$ cat src/line_threshold_pkg.sv
// constants and types for the line threshold interrupt block
`default_nettype none
package line_threshold_pkg;

   // ****************************************
   // register offsets
   // ****************************************
   localparam logic [7:0] THRESHOLD_VALUE_OFS   = 8'h2B;
   localparam logic [7:0] THRESHOLD_CONTROL_OFS = 8'h2C;
   localparam logic [7:0] IRQ_STATUS_OFS        = 8'h2D;
   localparam logic [7:0] IRQ_MASK_OFS          = 8'h2E;
   localparam logic [7:0] IRQ_ENABLE_OFS        = 8'h2F;
   localparam logic [7:0] MEASURE_VIEW_OFS      = 8'h30;

   // ****************************************
   // field positions
   // ****************************************
   localparam int unsigned CTRL_POLARITY_BIT = 0;
   localparam int unsigned CTRL_MASK_BIT     = 1;
   localparam int unsigned CTRL_SOURCE_BIT   = 2;
   localparam int unsigned CTRL_FLAG_BIT     = 3;
   localparam int unsigned STAT_CROSSING_BIT = 0;
   localparam int unsigned GLOBAL_EN_BIT     = 0;

   // ****************************************
   // reset values
   // ****************************************
   localparam logic [7:0] THRESHOLD_VALUE_RST = 8'h00;
   localparam logic [7:0] CONTROL_RST         = 8'h00;
   localparam logic       GLOBAL_EN_RST       = 1'b0;
   localparam logic [7:0] READ_ZERO           = 8'h00;

   // ****************************************
   // carriers
   // ****************************************
   typedef struct packed {
      logic source_select;
      logic threshold_irq_mask;
      logic trigger_polarity;
   } ctrl_t;

   typedef struct packed {
      logic       valid;
      logic [7:0] value;
   } meas_t;

   typedef struct packed {
      logic [7:0] addr;
      logic [7:0] wdata;
      logic       we;
      logic       re;
   } reg_req_t;

endpackage : line_threshold_pkg
`default_nettype wire

$ cat src/line_threshold_interrupt.sv
// threshold compare of line measurement with sticky flag and interrupt
//
// Behaviour
// - an eight-bit software threshold is the reference for the comparison
// - source select 0 compares loop current, 1 compares line voltage
// - polarity 0 triggers when the absolute measurement is below threshold
// - polarity 1 triggers when the absolute measurement is above threshold
// - a trigger sets the crossing flag; 0 means no crossing since clear
// - the flag stays set until software writes 0 to control bit 3 or 1 to status bit 0; never self-clears
// - interrupt output only when flag, mask and global enable are all 1
// - with mask 0 a trigger still sets the flag but no interrupt
//
// Implementation choice: the plain strobed port.
`default_nettype none
module line_threshold_interrupt
   import line_threshold_pkg::*;
(
   // clock and reset
   input  wire logic       clk_sys_i,
   input  wire logic       rst_i,
   // register port
   input  wire logic [7:0] reg_addr_i,
   input  wire logic [7:0] reg_wdata_i,
   input  wire logic       reg_we_i,
   input  wire logic       reg_re_i,
   output logic      [7:0] reg_rdata_o,
   // measurements, two's complement, with update strobes
   input  wire logic [7:0] loop_current_measure_i,
   input  wire logic       loop_current_valid_i,
   input  wire logic [7:0] line_voltage_measure_i,
   input  wire logic       line_voltage_valid_i,
   // interrupt
   output logic            shared_irq_output_o
);

   // ****************************************
   // request and measurement carriers
   // ****************************************
   reg_req_t   req;
   meas_t      lc_meas;
   meas_t      lv_meas;
   meas_t      sel_meas;
   ctrl_t      ctrl_q;
   logic [7:0] threshold_value_q;
   logic       crossing_flag_q;
   logic       global_irq_enable_q;
   logic [7:0] last_abs_q;
   logic [7:0] sel_abs;
   logic       trigger;
   logic       flag_clear;
   logic       hit_value;
   logic       hit_control;
   logic       hit_status;
   logic       hit_mask;
   logic       hit_enable;
   logic       hit_view;
   logic [7:0] read_mux;

   assign req      = '{addr: reg_addr_i, wdata: reg_wdata_i, we: reg_we_i, re: reg_re_i};
   assign lc_meas  = '{valid: loop_current_valid_i, value: loop_current_measure_i};
   assign lv_meas  = '{valid: line_voltage_valid_i, value: line_voltage_measure_i};

   // ****************************************
   // address decode
   // ****************************************
   always_comb
   begin
      hit_value   = 1'b0;
      hit_control = 1'b0;
      hit_status  = 1'b0;
      hit_mask    = 1'b0;
      hit_enable  = 1'b0;
      hit_view    = 1'b0;
      if (req.addr == THRESHOLD_VALUE_OFS)
      begin
         hit_value = 1'b1;
      end
      else if (req.addr == THRESHOLD_CONTROL_OFS)
      begin
         hit_control = 1'b1;
      end
      else if (req.addr == IRQ_STATUS_OFS)
      begin
         hit_status = 1'b1;
      end
      else if (req.addr == IRQ_MASK_OFS)
      begin
         hit_mask = 1'b1;
      end
      else if (req.addr == IRQ_ENABLE_OFS)
      begin
         hit_enable = 1'b1;
      end
      else if (req.addr == MEASURE_VIEW_OFS)
      begin
         hit_view = 1'b1;
      end
   end

   // ****************************************
   // threshold register
   // ****************************************
   always_ff @(posedge clk_sys_i)
   begin
      if (rst_i)
      begin
         threshold_value_q <= THRESHOLD_VALUE_RST;
      end
      else if (req.we && hit_value)
      begin
         threshold_value_q <= req.wdata;
      end
   end

   // ****************************************
   // control fields
   // ****************************************
   always_ff @(posedge clk_sys_i)
   begin
      if (rst_i)
      begin
         ctrl_q <= ctrl_t'(CONTROL_RST[2:0]);
      end
      else if (req.we && hit_control)
      begin
         ctrl_q.source_select      <= req.wdata[CTRL_SOURCE_BIT];
         ctrl_q.threshold_irq_mask <= req.wdata[CTRL_MASK_BIT];
         ctrl_q.trigger_polarity   <= req.wdata[CTRL_POLARITY_BIT];
      end
      else if (req.we && hit_mask)
      begin
         ctrl_q.threshold_irq_mask <= req.wdata[STAT_CROSSING_BIT];
      end
   end

   always_ff @(posedge clk_sys_i)
   begin
      if (rst_i)
      begin
         global_irq_enable_q <= GLOBAL_EN_RST;
      end
      else if (req.we && hit_enable)
      begin
         global_irq_enable_q <= req.wdata[GLOBAL_EN_BIT];
      end
   end

   // ****************************************
   // source select and compare
   // ****************************************
   always_comb
   begin
      sel_meas = ctrl_q.source_select ? lv_meas : lc_meas;
      sel_abs  = sel_meas.value[7] ? 8'(-sel_meas.value) : sel_meas.value;
      trigger  = 1'b0;
      if (sel_meas.valid)
      begin
         if (ctrl_q.trigger_polarity)
         begin
            trigger = (sel_abs > threshold_value_q);
         end
         else
         begin
            trigger = (sel_abs < threshold_value_q);
         end
      end
   end

   always_ff @(posedge clk_sys_i)
   begin
      if (rst_i)
      begin
         last_abs_q <= READ_ZERO;
      end
      else if (sel_meas.valid)
      begin
         last_abs_q <= sel_abs;
      end
   end

   // ****************************************
   // crossing flag
   // ****************************************
   assign flag_clear = req.we && ((hit_control && !req.wdata[CTRL_FLAG_BIT])
                    || (hit_status && req.wdata[STAT_CROSSING_BIT]));

   always_ff @(posedge clk_sys_i)
   begin
      if (rst_i)
      begin
         crossing_flag_q <= 1'b0;
      end
      else if (trigger)
      begin
         crossing_flag_q <= 1'b1;
      end
      else if (flag_clear)
      begin
         crossing_flag_q <= 1'b0;
      end
   end

   // ****************************************
   // interrupt output
   // ****************************************
   assign shared_irq_output_o = crossing_flag_q && ctrl_q.threshold_irq_mask
                              && global_irq_enable_q;

   // ****************************************
   // read data
   // ****************************************
   always_comb
   begin
      read_mux = READ_ZERO;
      if (hit_value)
      begin
         read_mux = threshold_value_q;
      end
      else if (hit_control)
      begin
         read_mux = {4'h0, crossing_flag_q, ctrl_q.source_select,
                     ctrl_q.threshold_irq_mask, ctrl_q.trigger_polarity};
      end
      else if (hit_status)
      begin
         read_mux = {7'h00, crossing_flag_q};
      end
      else if (hit_mask)
      begin
         read_mux = {7'h00, ctrl_q.threshold_irq_mask};
      end
      else if (hit_enable)
      begin
         read_mux = {7'h00, global_irq_enable_q};
      end
      else if (hit_view)
      begin
         read_mux = last_abs_q;
      end
   end

   always_ff @(posedge clk_sys_i)
   begin
      if (rst_i)
      begin
         reg_rdata_o <= READ_ZERO;
      end
      else if (req.re)
      begin
         reg_rdata_o <= read_mux;
      end
      else
      begin
         reg_rdata_o <= READ_ZERO;
      end
   end
endmodule // line_threshold_interrupt
`default_nettype wire

$ cat config.mk
export PLATFORM = sky130hd
export DESIGN_NAME = line_threshold_interrupt
export DESIGN_NICKNAME = d
export VERILOG_FILES = /design/src/line_threshold_pkg.sv /design/src/line_threshold_interrupt.sv
export SDC_FILE = /design/constraint.sdc
export NUM_CORES = 1
export LEC_CHECK = 0
export ABC_AREA = 0
export BUFFER_PORTS_ARGS = -buffer_cell sky130_fd_sc_hd__buf_2
export CORE_UTILIZATION = 49
export CTS_BUF_LIST = sky130_fd_sc_hd__clkbuf_4
export CTS_CLUSTER_DIAMETER = 120
export DETAILED_ROUTE_END_ITERATION = 8
export MAX_ROUTING_LAYER = met4
export PLACE_DENSITY = 0.78
export RECOVER_POWER = 25
export SLEW_MARGIN = 30
export SYNTH_ARGS = -nofsm -noshare
export SYNTH_HDL_FRONTEND = slang
export SYNTH_SLANG_ARGS = --single-unit
export TNS_END_PERCENT = 10
$ cat constraint.sdc
create_clock -name clk_sys_i -period 2.7 [get_ports clk_sys_i]
set_clock_uncertainty 0.15 [all_clocks]
set_input_delay 0.81 -clock clk_sys_i [delete_from_list [all_inputs] [get_ports clk_sys_i]]
set_output_delay 0.81 -clock clk_sys_i [all_outputs]
set_load 0.03 [all_outputs]
======== Word-level counts from Yosys, hierarchy flattened ========
Cells that the tools add are included.
storage, ports and cells
  register bits after elaboration ......... 29
  input port bits ......................... 38
operators by class
  add/subtract/negate cells ............... 1
  order comparisons ....................... 2
  equality and inequality tests ........... 6
  mux-type cells .......................... 35
  bitwise operators ....................... 1
  reduce and logical (&&, ||, !) cells .... 14
operators with widths
  operator                                                          number
  8-bit two-way mux                                                 7
  8-bit by 6-bit == test with 1-bit output (second input constant)  6
  1-bit two-way mux                                                 27
  1-bit logical AND                                                 9
  9-bit two-way mux                                                 1
  8-bit greater-than comparator                                     1
  8-bit < comparator                                                1
  8-bit negation                                                    1
  2-bit nonzero test                                                2
  2-bit OR reduction                                                1
  1-bit zero test                                                   1
  1-bit logical OR                                                  1
  1-bit NOT                                                         1

======== Depth between registers and ports, before layout ========
Gate-level depths: netlist of the first run.
  word-level depth ........................ 13
  gate-level depth with buffers ........... 13
  gate-level depth less buffers ........... 11

======== Least setup slack after synthesis of the first run ========
No wires, ideal clock.
  path kind ............................... register -> register
  start ................................... register ctrl_q[2] (netlist bit)
  end ..................................... register crossing_flag_q
  setup time .............................. 0.079 ns
  data arrival time ....................... 2.704 ns
  data required time ...................... 2.471 ns
  slack ................................... -0.233 ns
  cell stages (with the launch flop) ...... 14
  period minus slack after synthesis ...... 2.933 ns
  path through ............................ dfxtp_1 -> buf_4 -> buf_2 -> mux2i_1 -> ha_1 -> o21ai_0 -> or2_1 -> nand2_1 -> xor2_1 -> ha_1 -> nand2_1 -> o21ai_0 -> or4_1 -> o211ai_1
on the way
  longest elaborated chain between the ends .. 7
  elaborated cells between the ends (all ways) .. 9
  classes of those cells .................. add/sub (1); order compare (2); mux (5); reduce/logical (1)
RTL lines
  element                                                              RTL line                                                          RTL
  from (decl)                                                          line_threshold_interrupt.sv:43                                    ctrl_t ctrl_q;
  from (signal assigned)                                               line_threshold_interrupt.sv:122                                   ctrl_q <= ctrl_t'(CONTROL_RST[2:0]);
  9-bit two-way mux *                                                  line_threshold_interrupt.sv:153                                   sel_meas = ctrl_q.source_select ? lv_meas : lc_meas;
  8-bit negation                                                       line_threshold_interrupt.sv:154                                   sel_abs = sel_meas.value[7] ? 8'(-sel_meas.value) : sel_meas.value;
  8-bit two-way mux *                                                  line_threshold_interrupt.sv:154
  via sel_abs[6]                                                       line_threshold_interrupt.sv:48                                    logic [7:0] sel_abs;
  8-bit < comparator or 8-bit greater-than comparator (tied branches)  line_threshold_interrupt.sv:164, line_threshold_interrupt.sv:160
  1-bit two-way mux *                                                  line_threshold_interrupt.sv:158                                   if (ctrl_q.trigger_polarity)
  1-bit two-way mux *                                                  line_threshold_interrupt.sv:156                                   if (sel_meas.valid)
  1-bit two-way mux or 2-bit nonzero test (tied branches)              --
  to (signal assigned)                                                 line_threshold_interrupt.sv:191                                   crossing_flag_q <= 1'b0;
  to (signal assigned)                                                 line_threshold_interrupt.sv:195                                   crossing_flag_q <= 1'b1;
  to (signal assigned)                                                 line_threshold_interrupt.sv:199                                   crossing_flag_q <= 1'b0;
  to (decl)                                                            line_threshold_interrupt.sv:45                                    logic crossing_flag_q;
Mark *: on every way through the listed nets, which the timed path passes. The rest lies on a longest branch.
A chain may end at the register's enable or synchronous reset.

======== Worst setup path after layout of the first run ========
  start ................................... input loop_current_measure_i[2]
  end ..................................... register crossing_flag_q
on the way
  longest elaborated chain between the ends .. 7
  elaborated cells between the ends (all ways) .. 9
  classes of those cells .................. add/sub (1); order compare (2); mux (5); reduce/logical (1)
RTL lines
  element                                                              RTL line                                                          RTL
  from (decl)                                                          line_threshold_interrupt.sv:28                                    input wire logic [7:0] loop_current_measure_i,
  9-bit two-way mux *                                                  line_threshold_interrupt.sv:153
  8-bit negation *                                                     line_threshold_interrupt.sv:154
  8-bit two-way mux *                                                  line_threshold_interrupt.sv:154
  via sel_abs[3]                                                       line_threshold_interrupt.sv:48
  8-bit < comparator or 8-bit greater-than comparator (tied branches)  line_threshold_interrupt.sv:164, line_threshold_interrupt.sv:160
  1-bit two-way mux *                                                  line_threshold_interrupt.sv:158
  1-bit two-way mux *                                                  line_threshold_interrupt.sv:156
  1-bit two-way mux or 2-bit nonzero test (tied branches)              --
Marks and branches as above.

==> results of run 1 <==
-- routing by layer --
| layer | GRT usage | routed length (um) | vias up |
|---|---|---|---|
| li1 | - | - | 942 |
| met1 | 0.316 | 2100 | 883 |
| met2 | 0.453 | 2380 | 74 |
| met3 | 0.0662 | 251 | 4 |
| met4 | 0.0901 | 57 | 0 |
| met5 | - | 0 | - |
-- timing repair --
action | CTS | global route
gates resized for setup | 13 | 13
pin swaps | 7 | 8
hold buffers | 0 | 0
buffers inserted | 4 | 1
endpoints found under the setup margin | 1 | 1
hold endpoints to repair | 0 | 0
-- cell usage in the layout, fill, tap and decap left out, types with 6 or more instances in the layout --
master    Yosys  routed
ha_1          9       8
buf_4         2      28
buf_2         2      42
nand3_1      14      14
nor2_1       26      26
inv_1        12      12
a21oi_1      18      17
nand2_1      20      20
dfxtp_1      29      28
mux2i_1      11       8
clkbuf_4      0       6
-- worst max-delay path, stage by stage --
cell	delay [ns]
buf_2	0.12
nor3_2	0.25
nor2_1	0.12
xnor2_1	0.15
o21ai_0	0.25
ha_1	0.32
a21oi_1	0.16
a21oi_1	0.08
or4_1	0.41
o211ai_1	0.11
-- kinds of logic (layout without fill, tap and decap cells) --
group | count (synthesis) | in the layout | share of synthesized area
compound gates | 50 | 50 | 0.187
xor+xnor | 5 | 5 | 0.0245
fa+ha+maj | 9 | 9 | 0.0631
flops | 29 | 29 | 0.325
simple gates | 92 | 92 | 0.278
mux | 12 | 12 | 0.0680
buf+inv | 22 | 96 | 0.0533
-- how the worst min path moves through the flow --
stage	start	end	slack, ns
final	threshold_value_q[5]$_SDFFE_PP0P_	threshold_value_q[5]$_SDFFE_PP0P_	0.33
after detailed placement	threshold_value_q[5]$_SDFFE_PP0P_	threshold_value_q[5]$_SDFFE_PP0P_	0.32
after floorplan	threshold_value_q[1]$_SDFFE_PP0P_	threshold_value_q[1]$_SDFFE_PP0P_	0.30
after global routing	threshold_value_q[5]$_SDFFE_PP0P_	threshold_value_q[5]$_SDFFE_PP0P_	0.35
after global placement	threshold_value_q[6]$_SDFFE_PP0P_	threshold_value_q[6]$_SDFFE_PP0P_	0.31
after CTS	threshold_value_q[5]$_SDFFE_PP0P_	threshold_value_q[5]$_SDFFE_PP0P_	0.33
-- final cells by class --
cell class | instances | area [um2] | share of cell area
well taps | 46 | 57.6 | 0.0237
clock buffers | 6 | 45.0 | 0.0186
repair buffers | 76 | 484 | 0.199
multi-input cells | 168 | 1200 | 0.495
clock inverters | 2 | 10.0 | 0.00412
flip-flops and latches | 29 | 584 | 0.241
inverters | 12 | 45.0 | 0.0186
-- sequential cells by signal, indices dropped and copies added (netlist names) --
name and cells:
ctrl_q 3, global_irq_enable_q 1, crossing_flag_q 1, threshold_value_q 8, reg_rdata_o 8, last_abs_q 8
-- through the flow --
stage          worst slack (ns)  cells
6_report                 0.0383    339
5_1_grt                 -0.0859    339
4_1_cts                 -0.0441    338
3_5_place_dp             -0.500    326
3_3_place_gp             -0.341    326
2_1_floorplan            -0.114    219
-- power groups by stage --
stage               clock network [uW]  logic [uW]  registers, uW
floorplan                            0        85.3            451
global placement                     0         162            453
detailed placement                   0         167            453
CTS                                263         179            443
global route                       291         212            444
finish                             263         193            442
==> results.toml, run 1 <==
[status]
status = "finished clean"

[power_and_ir_drop]
total_power_uw = 898
clockPowerShare = 0.293
switching_share = 0.288
ir_worst_vdd_mv = 0.171
p_seq_frac = 0.493
switchingPower_uw = 259
p_int_uw = 639
leakage_uw = 0.000981
p_comb_frac = 0.214
power.density_nw_per_um2 = 370

[setup_path]
reg2reg_to = "crossing_flag_q$_SDFFE_PP0P_"
critPathRequiredTime_ns = 2.81
r2r_cells = 10
worst_setup_path_end_kind = "flip-flop"
setup.worst_path.class = "input pin to flip-flop"
crit_path_max_fanout = 3
rr_startpoint = "ctrl_q[2]$_SDFFE_PP0P_"
crit_start = "loop_current_measure_i[2]"
arrival_ns = 2.78
crit_path_end = "crossing_flag_q$_SDFFE_PP0P_"
worst_setup_path_start_kind = "input pin"
r2r_slack_ns = 0.06

[layout]
diodes = 0
postLayoutCellArea_um2 = 2430
area_delta_synth_final_pct = 36.0
nets = 339
final_util = 0.711
fillers = 300
layout-drive-gt1-share = 0.355

[floorplan]
core_um2 = 3420
die_y_um = 62.3
fp.dieArea_um2 = 3890
dieWidth_um = 62.3
start_util = 0.522
ios = 47
num_rows = 21

[route]
drtPass1Iterations = 5
ant_nets = 0
drt_iter0_drc = 164
wl_mm = 4.80
detail_route.wl_per_cell_um = 14.1
drc = 0
viasPerCell = 5.61
vias = 1903

[timing]
hold_slack_ns = 0.332
hold_viol = 0
grt_setup_unrepaired = "true"
max_freq_ghz = 0.376
post-route-period-util = 0.986
period_needed_ns = 2.66
max_slew.worst_pin.slew_ns = 0.625
slew_headroom = 0.584
fin_setup_tns_ns = 0
slew_viol_final = 0
setup_violations = 0

[synthesis]
synth_warnings = 0
async_flop_share = 0
synth_commonest_cells = "29 x dfxtp_1, 26 x nor2_1, 20 x nand2_1"
ys_ff_latch = 29
ys_types = 51
synth.most_common_cell = "dfxtp_1"
synth_ff_type = "dfxtp_1"
synth_edf_count = 0
yosys.area.top_type_share = 0.325
synth_area_um2 = 1780
synth_area_per_cell_um2 = 8.15
yosysTopAreaCell = "dfxtp_1"
yosys-top-cells-area = "dfxtp_1 33%, ha_1 6.3%, mux2i_1 6.2%"
syn_inst = 219
synthesis.nets = 266
seq_area_frac_synth = 0.325

[global_route]
antenna_found_initial = 0
grt_use_total = 0.271
grt_start_max_net_pins = 16
grt_pass1_vias = 1833
grt_pass1_wl_mm = 8.06
grt_overflow_total = 0

[placed_design]
gp_congestion = 0.861
port_buffers = 46
detailed_place_hpwl_mm = 3.51
place_area_um2 = 2230

[clock_tree]
htreeDepth = 2
cts.sinks = 29
root_buffer = "clkbuf_4"
cts_tree = "done"
clock_tree.buffer_depth = 2
path_clk_slew_ns = 0.09
clk_latency_ns = 0.34
cts_buffers = 5

[run]
cap_violations = 0

[hold_path]
whs_path_depth = 2
hold_path_class = "flip-flop to flip-flop"
Note: power is estimated with default switching activity, not from simulation.
==> run 2: changes to the inputs <==
--- a/config.mk
+++ b/config.mk
@@ -7,12 +7,11 @@
 export LEC_CHECK = 0
 export ABC_AREA = 0
 export BUFFER_PORTS_ARGS = -buffer_cell sky130_fd_sc_hd__buf_2
-export CORE_UTILIZATION = 49
-export CTS_BUF_LIST = sky130_fd_sc_hd__clkbuf_4
+export CORE_UTILIZATION = 47
 export CTS_CLUSTER_DIAMETER = 120
 export DETAILED_ROUTE_END_ITERATION = 8
 export MAX_ROUTING_LAYER = met4
-export PLACE_DENSITY = 0.78
+export PLACE_DENSITY = 0.75
 export RECOVER_POWER = 25
 export SLEW_MARGIN = 30
 export SYNTH_ARGS = -nofsm -noshare
==> run 2 against run 1 <==
Effect of this change: setup slack got worse by 0.046 ns; combinational power decreased by 9%; total power grew 6.8%; count of clock-buffer cells in the layout stayed put; highest routed layer unchanged; first-iteration DRC count down 6.7%; sequential power about the same; clock power is 29% higher; sequential cell count unchanged; the flow now finishes with violations (setup timing); cell count is 0.29% lower; die area increased by 4.1%; critical endpoint unchanged.
==> results.toml, run 2 (synthesis gave the netlist of run 1 again) <==
[timing]
fin_setup_tns_ns = -0.00790
setup_violations = 1
post-route-period-util = 1.00
max_freq_ghz = 0.369
fin_ws_ns = -0.00790
period_needed_ns = 2.71
grt_setup_unrepaired = "true"
slew_headroom = 0.598
slew_viol_final = 0
max_slew.worst_pin.slew_ns = 0.602
hold_slack_ns = 0.329
hold_viol = 0

[clock_tree]
clk_latency_ns = 0.28
root_buffer = "clkbuf_8"
cts_buffers = 5
cts_setup_buffers = 0
htreeDepth = 2
cts_tree = "done"
clock_tree.buffer_depth = 2
path_clk_slew_ns = 0.06
cts.sinks = 29
hold_buffers = 0

[setup_path]
arrival_ns = 2.76
reg2reg_to = "crossing_flag_q$_SDFFE_PP0P_"
r2r_cells = 9
critPathRequiredTime_ns = 2.75
worst_setup_path_end_kind = "flip-flop"
rr_startpoint = "ctrl_q[2]$_SDFFE_PP0P_"
crit_start = "loop_current_measure_i[2]"
crit_path_end = "crossing_flag_q$_SDFFE_PP0P_"
worst_setup_path_start_kind = "input pin"
crit_path_max_fanout = 3
r2r_slack_ns = 0.07
setup.worst_path.class = "input pin to flip-flop"

[placed_design]
port_buffers = 46
detailed_place_hpwl_mm = 3.42
gp_congestion = 0.805

[global_route]
grt_overflow_total = 0
grt_start_max_net_pins = 15
grt_use_total = 0.241
grt_pass1_wl_mm = 7.45
grt_pass1_vias = 1692
antenna_found_initial = 0

[status]
status = "finished with violations"
violations = "setup timing"

[layout]
area_delta_synth_final_pct = 31.7
final_common_cell = "buf_2"
layout_common_cells = "36 x buf_2, 28 x dfxtp_1, 26 x nor2_1, 26 x buf_4, 20 x nand2_1"
layout-drive-gt1-share = 0.303
diodes = 0
fillers = 335
nets = 336
top_regs = "last_abs_q: 8 flops, reg_rdata_o: 8 flops, threshold_value_q: 8 flops"

[route]
vias = 1836
drc = 0
viasPerCell = 5.43
wl_mm = 4.38
ant_nets = 0
drtPass1Iterations = 5
detail_route.wl_per_cell_um = 13.0
drt_iter0_drc = 153

[power_and_ir_drop]
power.density_nw_per_um2 = 408
p_seq_frac = 0.463
clockPowerShare = 0.353
ir_worst_vdd_mv = 0.176
switching_share = 0.266
p_int_uw = 704
p_comb_frac = 0.184
leakage_uw = 0.000933
switchingPower_uw = 255

[hold_path]
hold_path_class = "flip-flop to flip-flop"

[floorplan]
start_util = 0.487
ios = 47
die_y_um = 63.6
dieWidth_um = 63.6
core_um2 = 3660
fp.dieArea_um2 = 4050
num_rows = 22

[run]
cap_violations = 0
==> run 2: changes by cell type in the layout (fill, tap and decap cells not counted), moves of 2 or more <==
cell | previous run | this run
buf_2 | 42 | 36
buf_4 | 28 | 26
clkbuf_1 | 1 | 9
clkbuf_4 | 6 | 0
clkbuf_8 | 0 | 5
mux2i_4 | 3 | 1
==> run 2: stage by stage <==
stage	cells	instance area [um2]	total power, uW	utilization	setup slack (ns)
3_3_place_gp	330	2250	620	0.613	-0.317
4_1_cts	338	2360	962	0.644	-0.0105
6_report	338	2350	959	0.642	-0.00790
2_1_floorplan	219	1810	536	-	-0.114
3_5_place_dp	330	2250	623	0.613	-0.400
5_1_grt	338	2350	1020	0.642	-0.0988
==> run 2: worst max-delay path, cell delays in order <==
cell      delay, ns
buf_2          0.11
nor3_1         0.30
nor2_1         0.11
xnor2_1        0.22
o21ai_0        0.14
ha_1           0.33
a21oi_1        0.16
a21oi_1        0.09
or4_1          0.40
o211ai_1       0.10
==> run 2: worst min path at each step <==
stage	to	cells after the start	start
2_1_floorplan	threshold_value_q[1]$_SDFFE_PP0P_	2	threshold_value_q[1]$_SDFFE_PP0P_
3_3_place_gp	threshold_value_q[1]$_SDFFE_PP0P_	2	threshold_value_q[1]$_SDFFE_PP0P_
3_5_place_dp	threshold_value_q[7]$_SDFFE_PP0P_	2	threshold_value_q[7]$_SDFFE_PP0P_
4_1_cts	threshold_value_q[4]$_SDFFE_PP0P_	2	threshold_value_q[4]$_SDFFE_PP0P_
5_1_grt	threshold_value_q[4]$_SDFFE_PP0P_	2	threshold_value_q[4]$_SDFFE_PP0P_
6_report	threshold_value_q[7]$_SDFFE_PP0P_	2	threshold_value_q[7]$_SDFFE_PP0P_
==> run 2: per-layer routing <==
metal,track usage,routed length [um]
met1,0.306,2060
met2,0.387,2040
met3,0.0525,252
met4,0.0597,23
met5,-,0
==> run 2: what timing repair did <==
action | 4_1_cts | 5_1_grt
resized for setup | 9 | 1
pin swaps | 2 | 1
endpoints found under the setup margin | 1 | 1
cloned | 0 | 0
==> run 2: power by group through the flow <==
stage	logic, uW	clock network [uW]	registers [uW]
final	176	338	444
after global routing	196	379	445
after CTS	175	343	444
after detailed placement	169	0	454
after global placement	167	0	453
after floorplan	85.3	0	451
==> run 2: area by class of cell <==
cell class | count | area (um2) | share of cell area
flip-flops and latches | 29 | 582 | 0.248
well taps | 48 | 60.1 | 0.0256
clock buffers | 6 | 72.6 | 0.0309
repair buffers | 73 | 439 | 0.187
clock inverters | 2 | 10.0 | 0.00426
multi-input cells | 168 | 1140 | 0.486
inverters | 12 | 45.0 | 0.0192
